==> src/rtc_time_consts.vh <==
`ifndef RTC_TIME_CONSTS_VH
`define RTC_TIME_CONSTS_VH

// Register indexes
`define IDX_TIME_SS      8'h00
`define IDX_ALARM_SS     8'h01
`define IDX_TIME_MM      8'h02
`define IDX_ALARM_MM     8'h03
`define IDX_TIME_HH      8'h04
`define IDX_ALARM_HH     8'h05
`define IDX_WEEKDAY      8'h06
`define IDX_DAY_OF_MONTH 8'h07
`define IDX_CALENDAR_MOY 8'h08

`define REG_RESET        8'h00

// Field limits, BCD and binary forms
`define MAX_MS_BCD       8'h59
`define MAX_MS_BIN       8'h3b
`define MAX_H24_BCD      8'h23
`define MAX_H24_BIN      8'h17
`define MAX_H12_BCD      7'h12
`define MAX_H12_BIN      7'h0c
`define MAX_WDAY         8'h07
`define MAX_DOM_BCD      8'h31
`define MAX_DOM_BIN      8'h1f
`define MAX_MOY_BCD      8'h12
`define MAX_MOY_BIN      8'h0c
`define MIN_ONE          8'h01
`define ZERO_BYTE        8'h00
`define SYNC_RESET       2'b00
`define DIV_RESET        32'h0
`define DIV_STEP         32'h1
`define H12_FIRST        7'h01
`define BCD_DIGIT_MAX    4'h9

// Hours byte layout
`define PM_BIT           7
`define DONT_CARE_PAT    2'b11

// One-second tick counted directly in 100 MHz cycles
`define SECOND_NS        1000000000
`define CLK_PERIOD_NS    10

`endif

==> src/rtc_time_alarm_registers.v <==
// Notes on behaviour
// RULE1 - Seconds alarm holds 00-59 BCD or 00-3B
// RULE2 - Alarm byte with bits 7,6 set always matches
// RULE3 - Minutes count 00-59 BCD or 00-3B binary
// RULE4 - Minutes alarm 00-59 BCD, 00-3B, or wildcard
// RULE5 - 12-hour: 01-12/81-92 BCD, 01-0C/81-8C binary
// RULE6 - 24-hour: 00-23 BCD or 00-17 binary
// RULE7 - Hours alarm shares hours encoding, PM flag
// RULE8 - Weekday holds 01 through 07
// RULE9 - Date holds 01-31 BCD or 01-1F binary
// RULE10 - Month holds 01-12 BCD or 01-0C binary
// RULE11 - Seconds count 00-59 BCD or 00-3B binary
// RULE12 - Format bit: 0 BCD, 1 binary
// RULE13 - Hour bit: 0 twelve-hour, 1 twenty-four-hour
// RULE14 - Alarm pulses after update when seconds, minutes and hours all match
// RULE15 - Seconds tick carries through to month
`timescale 1ns/1ps
`include "rtc_time_consts.vh"

module rtc_time_alarm_registers #(
   parameter [31:0] TICK_CYCLES = `SECOND_NS / `CLK_PERIOD_NS
) (
   input  wire       REF_CLK_I,
   input  wire       RESET_N_I,
   input  wire       NUMBER_FORMAT_SELECT_I,
   input  wire       CLOCK_12_24_SELECT_I,
   input  wire       REG_WR_I,
   input  wire       REG_RD_I,
   input  wire [7:0] REG_INDEX_I,
   input  wire [7:0] REG_WDATA_I,
   output reg  [7:0] REG_RDATA_O,
   output reg        SECOND_TICK_O,
   output reg        ALARM_O
);

   reg  [1:0]  fmt_sync_ff;
   reg  [1:0]  hr_sync_ff;
   reg  [31:0] div_ff;
   reg  [7:0]  time_ss_ff;
   reg  [7:0]  alarm_ss_ff;
   reg  [7:0]  time_mm_ff;
   reg  [7:0]  alarm_mm_ff;
   reg  [7:0]  time_hh_ff;
   reg  [7:0]  alarm_hh_ff;
   reg  [7:0]  weekday_ff;
   reg  [7:0]  day_of_month_ff;
   reg  [7:0]  calendar_moy_ff;
   reg  [7:0]  nxt_ss;
   reg  [7:0]  nxt_mm;
   reg  [7:0]  nxt_hh;
   reg  [7:0]  nxt_wday;
   reg  [7:0]  nxt_dom;
   reg  [7:0]  nxt_moy;
   reg         c_ss;
   reg         c_mm;
   reg         c_hh;
   reg         c_dom;
   reg  [6:0]  hr12;
   wire        bin_mode;
   wire        h24_mode;
   wire        tick;
   wire        m_ss;
   wire        m_mm;
   wire        m_hh;

   assign bin_mode = fmt_sync_ff[1];                            // RULE12
   assign h24_mode = hr_sync_ff[1];                             // RULE13
   assign tick     = (div_ff == TICK_CYCLES - `DIV_STEP);

   // Increment in current format; BCD low nibble rolls at nine
   function [7:0] incr;
      input [7:0] v;
      input       bin;
      begin
         if (bin)
            incr = v + 8'h01;
         else if (v[3:0] >= `BCD_DIGIT_MAX)
            incr = {v[7:4] + 4'h1, 4'h0};
         else
            incr = v + 8'h01;
      end
   endfunction

   // Wildcard in bits 7,6 matches whatever the time holds
   function match;
      input [7:0] a;
      input [7:0] t;
      begin
         match = (a[7:6] == `DONT_CARE_PAT) || (a == t);        // RULE2
      end
   endfunction

   assign m_ss = match(alarm_ss_ff, nxt_ss);                    // RULE1
   assign m_mm = match(alarm_mm_ff, nxt_mm);                    // RULE4
   assign m_hh = match(alarm_hh_ff, nxt_hh);                    // RULE7

   always @* begin
      c_ss = time_ss_ff >= (bin_mode ? `MAX_MS_BIN : `MAX_MS_BCD);
      nxt_ss = c_ss ? `ZERO_BYTE : incr(time_ss_ff, bin_mode);  // RULE11
      c_mm = c_ss &&
             time_mm_ff >= (bin_mode ? `MAX_MS_BIN : `MAX_MS_BCD);
      nxt_mm = time_mm_ff;
      if (c_ss)
         nxt_mm = c_mm ? `ZERO_BYTE : incr(time_mm_ff, bin_mode); // RULE3
      // Hours: 24h wraps to 0; 12h runs 12,1..11 and flips PM at 11->12
      hr12 = time_hh_ff[6:0];
      nxt_hh = time_hh_ff;
      c_hh = 1'b0;
      if (c_mm) begin
         if (h24_mode) begin
            c_hh = time_hh_ff >= (bin_mode ? `MAX_H24_BIN : `MAX_H24_BCD);
            nxt_hh = c_hh ? `ZERO_BYTE : incr(time_hh_ff, bin_mode); // RULE6
         end else if (hr12 >= (bin_mode ? `MAX_H12_BIN : `MAX_H12_BCD)) begin
            nxt_hh = {time_hh_ff[`PM_BIT], `H12_FIRST};         // RULE5
         end else begin
            nxt_hh = incr({1'b0, hr12}, bin_mode);
            nxt_hh[`PM_BIT] = time_hh_ff[`PM_BIT];
            if (nxt_hh[6:0] == (bin_mode ? `MAX_H12_BIN : `MAX_H12_BCD)) begin
               nxt_hh[`PM_BIT] = ~time_hh_ff[`PM_BIT];          // RULE5
               c_hh = time_hh_ff[`PM_BIT];
            end
         end
      end
      // Calendar: no month-length table, date runs to its field limit
      nxt_wday = weekday_ff;
      nxt_dom  = day_of_month_ff;
      nxt_moy  = calendar_moy_ff;
      c_dom    = 1'b0;
      if (c_hh) begin
         nxt_wday = (weekday_ff >= `MAX_WDAY) ? `MIN_ONE :
                    incr(weekday_ff, bin_mode);                 // RULE8
         c_dom = day_of_month_ff >=
                 (bin_mode ? `MAX_DOM_BIN : `MAX_DOM_BCD);
         nxt_dom = c_dom ? `MIN_ONE :
                   incr(day_of_month_ff, bin_mode);             // RULE9
         if (c_dom)
            nxt_moy = (calendar_moy_ff >=
                      (bin_mode ? `MAX_MOY_BIN : `MAX_MOY_BCD)) ?
                      `MIN_ONE : incr(calendar_moy_ff, bin_mode); // RULE10
      end
   end

   always @(posedge REF_CLK_I) begin
      if (!RESET_N_I) begin
         fmt_sync_ff     <= `SYNC_RESET;
         hr_sync_ff      <= `SYNC_RESET;
         div_ff          <= `DIV_RESET;
         time_ss_ff      <= `REG_RESET;
         alarm_ss_ff     <= `REG_RESET;
         time_mm_ff      <= `REG_RESET;
         alarm_mm_ff     <= `REG_RESET;
         time_hh_ff      <= `REG_RESET;
         alarm_hh_ff     <= `REG_RESET;
         weekday_ff      <= `REG_RESET;
         day_of_month_ff <= `REG_RESET;
         calendar_moy_ff <= `REG_RESET;
         SECOND_TICK_O   <= 1'b0;
         ALARM_O         <= 1'b0;
      end else begin
         fmt_sync_ff   <= {fmt_sync_ff[0], NUMBER_FORMAT_SELECT_I};
         hr_sync_ff    <= {hr_sync_ff[0], CLOCK_12_24_SELECT_I};
         div_ff        <= tick ? `DIV_RESET : div_ff + `DIV_STEP;
         SECOND_TICK_O <= tick;
         ALARM_O       <= tick && m_ss && m_mm && m_hh;         // RULE14
         if (tick) begin                                        // RULE15
            time_ss_ff      <= nxt_ss;
            time_mm_ff      <= nxt_mm;
            time_hh_ff      <= nxt_hh;
            weekday_ff      <= nxt_wday;
            day_of_month_ff <= nxt_dom;
            calendar_moy_ff <= nxt_moy;
         end
         // Host write wins over a same-cycle tick for that byte
         if (REG_WR_I) begin
            if (REG_INDEX_I == `IDX_TIME_SS)
               time_ss_ff <= REG_WDATA_I;
            else if (REG_INDEX_I == `IDX_ALARM_SS)
               alarm_ss_ff <= REG_WDATA_I;
            else if (REG_INDEX_I == `IDX_TIME_MM)
               time_mm_ff <= REG_WDATA_I;
            else if (REG_INDEX_I == `IDX_ALARM_MM)
               alarm_mm_ff <= REG_WDATA_I;
            else if (REG_INDEX_I == `IDX_TIME_HH)
               time_hh_ff <= REG_WDATA_I;
            else if (REG_INDEX_I == `IDX_ALARM_HH)
               alarm_hh_ff <= REG_WDATA_I;
            else if (REG_INDEX_I == `IDX_WEEKDAY)
               weekday_ff <= REG_WDATA_I;
            else if (REG_INDEX_I == `IDX_DAY_OF_MONTH)
               day_of_month_ff <= REG_WDATA_I;
            else if (REG_INDEX_I == `IDX_CALENDAR_MOY)
               calendar_moy_ff <= REG_WDATA_I;
         end
      end
   end

   always @(posedge REF_CLK_I) begin
      if (!RESET_N_I)
         REG_RDATA_O <= `ZERO_BYTE;
      else if (REG_RD_I) begin
         if (REG_INDEX_I == `IDX_TIME_SS)
            REG_RDATA_O <= time_ss_ff;
         else if (REG_INDEX_I == `IDX_ALARM_SS)
            REG_RDATA_O <= alarm_ss_ff;
         else if (REG_INDEX_I == `IDX_TIME_MM)
            REG_RDATA_O <= time_mm_ff;
         else if (REG_INDEX_I == `IDX_ALARM_MM)
            REG_RDATA_O <= alarm_mm_ff;
         else if (REG_INDEX_I == `IDX_TIME_HH)
            REG_RDATA_O <= time_hh_ff;
         else if (REG_INDEX_I == `IDX_ALARM_HH)
            REG_RDATA_O <= alarm_hh_ff;
         else if (REG_INDEX_I == `IDX_WEEKDAY)
            REG_RDATA_O <= weekday_ff;
         else if (REG_INDEX_I == `IDX_DAY_OF_MONTH)
            REG_RDATA_O <= day_of_month_ff;
         else if (REG_INDEX_I == `IDX_CALENDAR_MOY)
            REG_RDATA_O <= calendar_moy_ff;
         else
            REG_RDATA_O <= `ZERO_BYTE;
      end
   end

endmodule // rtc_time_alarm_registers

==> config.mk <==
export PLATFORM = sky130hd
export DESIGN_NAME = rtc_time_alarm_registers
export DESIGN_NICKNAME = d
export VERILOG_FILES = /design/src/rtc_time_alarm_registers.v
export VERILOG_INCLUDE_DIRS = /design/src
export SDC_FILE = /design/constraint.sdc
export NUM_CORES = 1
export LEC_CHECK = 0
export ABC_AREA = 1
export BUFFER_PORTS_ARGS = -buffer_cell sky130_fd_sc_hd__buf_2
export CORE_MARGIN = 2
export CORE_UTILIZATION = 45
export DETAILED_ROUTE_END_ITERATION = 6
export PLACE_DENSITY_LB_ADDON = 0.08
export SETUP_SLACK_MARGIN = 0.5
export SYNTH_ARGS = -nofsm -noshare
export SYNTH_HDL_FRONTEND = slang
export SYNTH_SLANG_ARGS = --single-unit
==> constraint.sdc <==
create_clock -name REF_CLK_I -period 4.4 [get_ports REF_CLK_I]
set_clock_uncertainty 0.2 [all_clocks]
set_input_delay 0.44 -clock REF_CLK_I [delete_from_list [all_inputs] [get_ports REF_CLK_I]]
set_output_delay 0.44 -clock REF_CLK_I [all_outputs]
set_load 0.01 [all_outputs]
## Word-level counts from Yosys, hierarchy flattened

Cells that the tools add are included.

- Register bits after elaboration: 118

- $add $sub $neg: 15
- Magnitude comparators: 13
- Equal/unequal tests: 16
- Mux-type cells: 95
- Bitwise operators: 7
- Reductions and logical operators: 12

Operators with widths:

| operator | count |
|---|---|
| 8-bit two-way mux | 80 |
| 8-bit by 1-bit adder with 8-bit output, second input constant | 6 |
| 7-bit two-way mux | 6 |
| 32-bit by 1-bit adder with 32-bit output, second input constant | 1 |
| 32-bit by 27-bit equality test with 1-bit output, second input constant | 1 |
| 8-bit by 3-bit equality test with 1-bit output, second input constant | 4 |
| 4-bit by 1-bit adder with 4-bit output, second input constant | 6 |
| 8-bit equality test | 3 |
| 4-bit >= comparator, second input constant | 6 |
| 8-bit by 2-bit equality test with 1-bit output, second input constant | 2 |
| 8-bit by 6-bit >= comparator with 1-bit output | 2 |
| 6-bit two-way mux | 2 |
| 5-bit two-way mux | 2 |
| 8-bit by 1-bit equality test with 1-bit output, second input constant | 1 |
| 8-bit by 4-bit equality test with 1-bit output, second input constant | 1 |
| 8-bit by 3-bit >= comparator with 1-bit output, second input constant | 1 |
| 8-bit by 5-bit >= comparator with 1-bit output | 1 |
| 8-bit by 7-bit >= comparator with 1-bit output | 1 |
| 8-bit >= comparator | 1 |
| 8-bit logical NOT | 1 |
| 7-bit by 1-bit adder with 7-bit output, second input constant | 1 |
| 7-bit by 5-bit equality test with 1-bit output | 1 |
| 7-bit >= comparator | 1 |
| 1-bit NOT | 7 |
| other kinds (9) | 20 |

## Longest topological paths before layout

Gate-level depths: netlist of run 1.

- Depth in word-level cells: 23
- Mapped depth: 24

## Worst setup path before layout of run 1

OpenSTA, ideal clock, no wires.

- Path kind: reg-to-reg
- From: register fmt_sync_ff[1]
- To: register day_of_month_ff[5]
- Data arrival time: 2.796 ns
- Required time: 4.085 ns
- Path slack: 1.289 ns
- Cell stages (with the launch flop): 18
- Cells stage by stage: dfxtp_1 -> clkinv_1 -> nand3_1 -> inv_1 -> nand2_1 -> nand3_1 -> a21oi_1 -> o21ai_0 -> nor3_1 -> ha_1 -> o21ai_1 -> nor2_8 -> nand2_2 -> buf_6 -> a21oi_2 -> o31ai_2 -> o211ai_1 -> inv_2

- Longest elaborated chain between the ends: 20
- Elaborated cells on any way between the ends: 32

Ends and longest elaborated chain:

| item | RTL line | RTL |
|---|---|---|
| start: declaration | rtc_time_alarm_registers.v:36 | `reg [1:0] fmt_sync_ff;` |
| start signal: assignment | rtc_time_alarm_registers.v:145 | `` fmt_sync_ff <= `SYNC_RESET; `` |
| start signal: assignment | rtc_time_alarm_registers.v:160 | `fmt_sync_ff <= {fmt_sync_ff[0], NUMBER_FORMAT_SELECT_I};` |
| 7-bit two-way mux | rtc_time_alarm_registers.v:75 | `if (bin)` |
| 7-bit two-way mux | rtc_time_alarm_registers.v:113 | `` end else if (hr12 >= (bin_mode ? `MAX_H12_BIN : `MAX_H12_BCD)) begin `` |
| 7-bit two-way mux | rtc_time_alarm_registers.v:110 | `if (h24_mode) begin` |
| 7-bit two-way mux | rtc_time_alarm_registers.v:109 | `if (c_mm) begin` |
| 7-bit by 5-bit equality test with 1-bit output | rtc_time_alarm_registers.v:118 | `` if (nxt_hh[6:0] == (bin_mode ? `MAX_H12_BIN : `MAX_H12_BCD)) begin `` |
| 1-bit two-way mux | rtc_time_alarm_registers.v:118 |  |
| 1-bit two-way mux | rtc_time_alarm_registers.v:113 |  |
| 1-bit two-way mux | rtc_time_alarm_registers.v:110 |  |
| [... 4 more ...] | - |  |
| 8-bit two-way mux | rtc_time_alarm_registers.v:187 | `` else if (REG_INDEX_I == `IDX_WEEKDAY) `` |
| 8-bit two-way mux | rtc_time_alarm_registers.v:185 | `` else if (REG_INDEX_I == `IDX_ALARM_HH) `` |
| 8-bit two-way mux | rtc_time_alarm_registers.v:183 | `` else if (REG_INDEX_I == `IDX_TIME_HH) `` |
| 8-bit two-way mux | rtc_time_alarm_registers.v:181 | `` else if (REG_INDEX_I == `IDX_ALARM_MM) `` |
| 8-bit two-way mux | rtc_time_alarm_registers.v:179 | `` else if (REG_INDEX_I == `IDX_TIME_MM) `` |
| 8-bit two-way mux | rtc_time_alarm_registers.v:177 | `` else if (REG_INDEX_I == `IDX_ALARM_SS) `` |
| 8-bit two-way mux | rtc_time_alarm_registers.v:175 | `` if (REG_INDEX_I == `IDX_TIME_SS) `` |
| 8-bit two-way mux * | rtc_time_alarm_registers.v:174 | `if (REG_WR_I) begin` |
| end signal: assignment | rtc_time_alarm_registers.v:155 | `` day_of_month_ff <= `REG_RESET; `` |
| end signal: assignment | rtc_time_alarm_registers.v:170 | `day_of_month_ff <= nxt_dom;` |
| end: declaration | rtc_time_alarm_registers.v:46 | `reg [7:0] day_of_month_ff;` |

Mark *: on every way between the ends. The rest lies on a longest branch, timed or not. The select of a mux whose other input is x is not followed.
A chain may end at the register's enable or synchronous reset.

## Final worst setup path of run 1

- From: register time_hh_ff[1]
- To: register calendar_moy_ff[2]

- Longest elaborated chain between the ends: 23
- Elaborated cells on any way between the ends: 26

Ends and longest elaborated chain:

| item | RTL line | RTL |
|---|---|---|
| start: declaration | rtc_time_alarm_registers.v:43 | `reg [7:0] time_hh_ff;` |
| start signal: assignment | rtc_time_alarm_registers.v:152 | `` time_hh_ff <= `REG_RESET; `` |
| start signal: assignment | rtc_time_alarm_registers.v:168 | `time_hh_ff <= nxt_hh;` |
| 7-bit by 1-bit adder with 7-bit output or 4-bit >= comparator (tied branches) | - |  |
| 7-bit two-way mux | rtc_time_alarm_registers.v:77 | `` else if (v[3:0] >= `BCD_DIGIT_MAX) `` |
| 7-bit two-way mux | rtc_time_alarm_registers.v:75 |  |
| 7-bit two-way mux | rtc_time_alarm_registers.v:113 |  |
| 7-bit two-way mux | rtc_time_alarm_registers.v:110 |  |
| 7-bit two-way mux | rtc_time_alarm_registers.v:109 |  |
| 7-bit by 5-bit equality test with 1-bit output | rtc_time_alarm_registers.v:118 |  |
| 1-bit two-way mux | rtc_time_alarm_registers.v:118 |  |
| [... 7 more ...] | - |  |
| 8-bit two-way mux | rtc_time_alarm_registers.v:187 |  |
| 8-bit two-way mux | rtc_time_alarm_registers.v:185 |  |
| 8-bit two-way mux | rtc_time_alarm_registers.v:183 |  |
| 8-bit two-way mux | rtc_time_alarm_registers.v:181 |  |
| 8-bit two-way mux | rtc_time_alarm_registers.v:179 |  |
| 8-bit two-way mux | rtc_time_alarm_registers.v:177 |  |
| 8-bit two-way mux | rtc_time_alarm_registers.v:175 |  |
| 8-bit two-way mux * | rtc_time_alarm_registers.v:174 |  |
| end signal: assignment | rtc_time_alarm_registers.v:156 | `` calendar_moy_ff <= `REG_RESET; `` |
| end signal: assignment | rtc_time_alarm_registers.v:171 | `calendar_moy_ff <= nxt_moy;` |
| end: declaration | rtc_time_alarm_registers.v:47 | `reg [7:0] calendar_moy_ff;` |

Marks and branches as above.

==> results of run 1 <==
## routing by layer
| metal | wire [microns] | share of wire | track usage |
|---|---|---|---|
| met5 | 0 | 0 | 0 |
| met4 | 829 | 0.031 | 0.106 |
| met3 | 1760 | 0.066 | 0.0533 |
| met2 | 12500 | 0.47 | 0.457 |
| met1 | 11500 | 0.43 | 0.350 |
## layout by cell type (no fill, tap or decap), types with 11 or more instances in the layout
cell type,instances
nor3_1,19
o21ai_0,92
buf_2,31
clkbuf_16,17
nand3_1,92
nand4_1,38
xor2_1,18
a21oi_1,115
nand2_1,313
dfxtp_1,118
inv_1,175
ha_1,48
nor2_1,115
a31oi_1,11
o22ai_1,16
## repair_timing
action / 4_1_cts / 5_1_grt
endpoints found under the hold margin: 2 / 0
hold buffers: 2 / 0
setup endpoints to repair: 0 / 2
gates resized for setup: 0 / 1
## final cells by class
| cell class | count | area (sq um) | share of cell area |
|---|---|---|---|
| Timing Repair Buffer | 43 | 250 | 0.0269 |
| Tap cell | 229 | 287 | 0.0308 |
| Clock buffer | 17 | 425 | 0.0458 |
| Sequential cell | 118 | 2360 | 0.254 |
| Multi-Input combinational cell | 964 | 5040 | 0.543 |
| Inverter | 188 | 707 | 0.0761 |
| Clock inverter | 15 | 219 | 0.0236 |
## cells by family after synthesis
family	after synthesis
AND/OR/NAND/NOR	612
AO/OA/AOI/OAI	283
buffers and inverters	228
flip-flops	118
adder cells (fa/ha/maj)	48
XOR/XNOR	21
## power by group through the flow
stage          combinational, mW  sequential (mW)  clock [mW]
2_1_floorplan             0.0628             1.10           0
3_3_place_gp               0.113             1.10           0
3_5_place_dp               0.114             1.10           0
4_1_cts                    0.116             1.08        1.56
5_1_grt                    0.130             1.08        1.60
6_report                   0.117             1.08        1.54
## through the flow
stage               instances  hold WS, ns  cell area [sq um]  setup WS (ns)
floorplan                1310        0.190               8290           1.29
global placement         1540        0.194               8620          0.971
detailed placement       1540        0.198               8620          0.948
CTS                      1574        0.155               9290          0.918
global route             1574        0.188               9290          0.534
finish                   1574        0.161               9290          0.912
## critical path, stage by stage, from the launching register on
cell and delay, ns:
dfxtp_1 0.42, inv_1 0.15, ha_1 0.20, nor2_1 0.10, nand2_1 0.08, nand3_1 0.19, inv_1 0.09, nand2_1 0.08
nand3_1 0.08, a21oi_1 0.11, o21ai_0 0.11, nor3_1 0.17, ha_1 0.18, o21ai_1 0.17, nor2_8 0.25, nand2_2 0.22
nor2_2 0.27, o21ai_0 0.10, o21ai_0 0.15, inv_1 0.05
## worst paths after layout
kind,startpoint,end
worst max-delay path,time_hh_ff[1],calendar_moy_ff[2]
worst min-delay path,REG_WDATA_I[0],weekday_ff[0]
worst max register to register,time_hh_ff[1],calendar_moy_ff[2]
worst min register to register,hr_sync_ff[0],hr_sync_ff[1]
## state kept, by name, indices dropped and copies added, names as in the netlist
name / count
div_ff: 32
weekday_ff: 8
hr_sync_ff: 2
fmt_sync_ff: 2
alarm_ss_ff: 8
calendar_moy_ff: 8
alarm_hh_ff: 8
time_mm_ff: 8
alarm_mm_ff: 8
time_hh_ff: 8
SECOND_TICK_O: 1
ALARM_O: 1
day_of_month_ff: 8
time_ss_ff: 8
REG_RDATA_O: 8
==> impl_metrics.yaml, run 1 <==
sta:
  clock.fmax_mhz: 287
  final_hold_viol_count: 0
  final-setup-viol-count: 0
  rsz0062_at_grt: "false"
  period_share: 0.793
  slew_headroom: 0.417
  maxSlewViolCount: 0
  period_needed_ns: 3.49
  tightest_slew_ns: 0.873
  tns_ns: 0
run_status:
  status: "finished clean"
routing:
  firstDrtPassIters: 5
  vias: 8790
  drc: 0
  ant_nets: 0
  wl_per_cell_microns: 16.9
  drt_iter0_drc: 790
  routed_wl_mm: 26.6
  avgViaCountPerCell: 5.58
yosys:
  syn-cell-area_sq_um: 8290
  synthSimpleGateAreaFrac: 0.321
  synth_ff_type: "dfxtp_1"
  ys_ff_latch: 118
  netlist.area_leader.share: 0.285
  synth_common_cells: "nand2_1 (314), inv_1 (175), dfxtp_1 (118), a21oi_1 (115), nor2_1 (115)"
  yosys_warnings: 0
  syn_avg_cell_area_sq_um: 6.33
  syn_inst: 1310
  yosys.area.top_type: "dfxtp_1"
  synth-edff-count: 0
  synth_xor_area_frac: 0.0222
  yosysMostFrequentCell: "nand2_1"
  synth-async-reset-ratio: 0
  synth_cell_types: 45
  synth.area.top_cells: "dfxtp_1 (29%), nand2_1 (14%), inv_1 (7.9%)"
  synth_top_family_by_area: "simple AND/OR/NAND/NOR gates"
  synth_fa_ha_area_frac: 0.0725
  synthMuxAreaShare: 0
  ys_seq_area_frac: 0.285
  synth_compound_area_frac: 0.193
  synth_fp_nets: 1380
cts:
  cts_setup_buffers: 0
  clock_path_buffers: 2
  cts_root_buffer: "clkbuf_16"
  cts_sinks: 118
  h-tree-depth: 4
  cts_tree: "done"
  clk_pin_slew_ns: 0.06
  numCtsBuffers: 17
  clk_latency_ns: 0.43
layout:
  utilization: 0.515
  layout-drive-gt1-share: 0.0796
  n_fill_cell: 1830
  layout.nets: 1402
  diodes: 0
  area_growth_pct: 12.1
global_routing:
  globalRouteOverflowTotal: 0
  grt_pass1_vias: 8131
  grt_pass1_wl_mm: 42.5
  antenna_found_initial: 0
  grt_max_degree: 63
  grt_use_total: 0.274
critical_path:
  crit_path_end_kind: "flip-flop"
  worstPathArrival_ns: 3.61
  critPathMaxFanout: 12
  path_class: "reg2reg"
  startpoint_type: "flip-flop"
  ff2ff_path_depth: 19
  required_ns: 4.52
  ff2ff_setup_slack_ns: 0.91
power:
  power_density_nw_per_um2: 295
  power_mw: 2.74
  peakVddDrop_mv: 0.271
  power.clock.fraction: 0.563
  combPwrFrac: 0.043
  switchingPower_uw: 670
  switching_share: 0.245
  internal_power_mw: 2.07
  p_leak_nw: 4.09
  pwr-share-seq: 0.394
placed_design:
  gp_congestion: 0.901
  dpl.hpwl_mm: 19.5
  port_buffers: 31
die:
  row_count: 49
  fp.dieW_microns: 140
  die_h_microns: 140
  initial_core_util: 0.460
  core_area_sq_um: 18000
  io_pins: 32
  dieArea_sq_um: 19500
worst_hold_path:
  min_path_type: "in2reg"
  hold_depth: 3
flow_run:
  cap_violations: 0
Note: power is estimated with default switching activity, not from simulation.
==> inputs of run 2 (changes only) <==
- clock period: 4.4 -> 2.9 ns (I/O delays scaled with it)
==> impl_metrics.yaml, run 2 (synthesis gave the netlist of run 1 again) <==
power:
  power_density_nw_per_um2: 390
  peakVddDrop_mv: 0.402
  p_leak_nw: 4.48
global_routing:
  grt_max_degree: 63
  antenna_found_initial: 0
  grt_pass1_vias: 8184
  grt_pass1_wl_mm: 43.1
  globalRouteOverflowTotal: 0
  grt_use_total: 0.277
layout:
  diodes: 0
  layout.nets: 1456
  n_fill_cell: 1826
  largest_register_ffs: 32
  layout.cells.most_common_list: "nand2_1 (294), inv_1 (167), dfxtp_1 (109)"
  largest_register: "div_ff"
  layout-drive-gt1-share: 0.183
  area_growth_pct: 23.6
  final_common_cell: "nand2_1"
die:
  dieArea_sq_um: 19500
  core_area_sq_um: 18000
  die_h_microns: 140
  fp.dieW_microns: 140
  row_count: 49
  initial_core_util: 0.460
  io_pins: 32
sta:
  period_share: 0.952
  rsz0062_at_grt: "true"
  maxSlewViolCount: 0
  period_needed_ns: 2.76
  worst_slack_ns: 0.138
  final-setup-viol-count: 0
  final_hold_viol_count: 0
  hold_ws_ns: 0.0328
  clock.fmax_mhz: 362
  tightest_slew_ns: 0.673
  slew_headroom: 0.551
cts:
  h-tree-depth: 4
  clk_latency_ns: 0.43
  clk_pin_slew_ns: 0.06
  cts_tree: "done"
  cts_sinks: 118
  numCtsBuffers: 17
  clock_path_buffers: 2
  cts_root_buffer: "clkbuf_16"
routing:
  drt_iter0_drc: 661
  drc: 0
  ant_nets: 0
  avgViaCountPerCell: 5.55
  vias: 9035
  wl_per_cell_microns: 16.7
  firstDrtPassIters: 6
  routed_wl_mm: 27.3
critical_path:
  cpPeakStageDelay_ns: 0.38
  path_common_cell: "a21oi_2"
  startpoint_type: "flip-flop"
  path_cells: "inv_4 > ha_4 > nor2_4 > nand2_2 > nand2_1 > nand4_1 > a21oi_2 > o21ai_2 > nor3_2 > ha_2 > o21ai_4 > nor2_8 > nand2_8 > buf_6 > a21oi_2 > o21ai_1 > nand2_1 > a21oi_2"
  required_ns: 3.00
  path_class: "reg2reg"
  worstPathArrival_ns: 2.86
  crit_path_end_kind: "flip-flop"
  slowest_stage: "dfxtp_4"
  path_delay_family: "simple AND/OR/NAND/NOR gates"
  critPathBufInv: 2
  critPathMaxFanout: 6
flow_run:
  cap_violations: 0
placed_design:
  dpl.hpwl_mm: 19.9
  gp_congestion: 0.910
  port_buffers: 31
  dp_slack_ns: 0.0563
worst_hold_path:
  min_path_type: "in2reg"
run_status:
  status: "finished clean"
-- run 2: report_power, final --
group,switching [mW],internal (mW),total [mW]
Clock,0.810,1.37,2.18
Sequential,0.00914,1.63,1.64
Combinational,0.130,0.0556,0.186
Total,0.949,3.05,4.00
-- run 2: cell type report --
| class | instances | area [sq um] | share of cell area |
|---|---|---|---|
| Multi-Input combinational cell | 964 | 5510 | 0.537 |
| Timing Repair Buffer | 97 | 736 | 0.0718 |
| Clock buffer | 19 | 443 | 0.0432 |
| Clock inverter | 13 | 156 | 0.0153 |
| Sequential cell | 118 | 2380 | 0.233 |
| Inverter | 188 | 734 | 0.0717 |
| Tap cell | 229 | 287 | 0.0280 |
-- run 2: worst register-to-register path, cell delays in order (launching register included) --
cell	delay [ns]
dfxtp_4	0.38
inv_4	0.06
ha_4	0.15
nor2_4	0.08
nand2_2	0.08
nand2_1	0.11
nand4_1	0.12
a21oi_2	0.16
o21ai_2	0.07
nor3_2	0.17
ha_2	0.21
o21ai_4	0.07
nor2_8	0.21
nand2_8	0.12
buf_6	0.17
a21oi_2	0.11
o21ai_1	0.07
nand2_1	0.08
a21oi_2	0.04
-- run 2: metal layers --
| layer | routed length (microns) | track usage | vias to the layer above |
|---|---|---|---|
| li1 | - | - | 4509 |
| met1 | 12900 | 0.390 | 4168 |
| met2 | 12000 | 0.430 | 310 |
| met3 | 1730 | 0.0568 | 48 |
| met4 | 606 | 0.0811 | 0 |
| met5 | 0 | 0 | - |
-- run 2: final timing paths --
check	startpoint	to	slack, ns	cells after the start
min reg2reg	hr_sync_ff[0]	hr_sync_ff[1]	0.21	2
min	REG_WDATA_I[2]	time_ss_ff[2]	0.03	3
max	time_hh_ff[1]	weekday_ff[5]	0.14	18
max reg2reg	time_hh_ff[1]	weekday_ff[5]	0.14	18
-- run 2: repair_timing --
| action | in CTS | in global routing |
|---|---|---|
| hold buffers | 2 | 0 |
| hold endpoints to repair | 2 | 0 |
| setup endpoints to repair | 72 | 78 |
| buffers inserted | 15 | 14 |
| pin swaps | 17 | 47 |
| resized for setup | 36 | 120 |
-- run 2: per-stage QoR --
stage               utilization  cells  power, mW  setup TNS [ns]  instance area [sq um]
CTS                       0.540   1614       4.02               0                   9730
global route              0.568   1628       4.12          -0.109                  10200
floorplan                     -   1310       1.77               0                   8340
finish                    0.568   1628       4.00               0                  10200
global placement          0.493   1565       1.84               0                   8880
detailed placement        0.493   1565       1.84               0                   8880
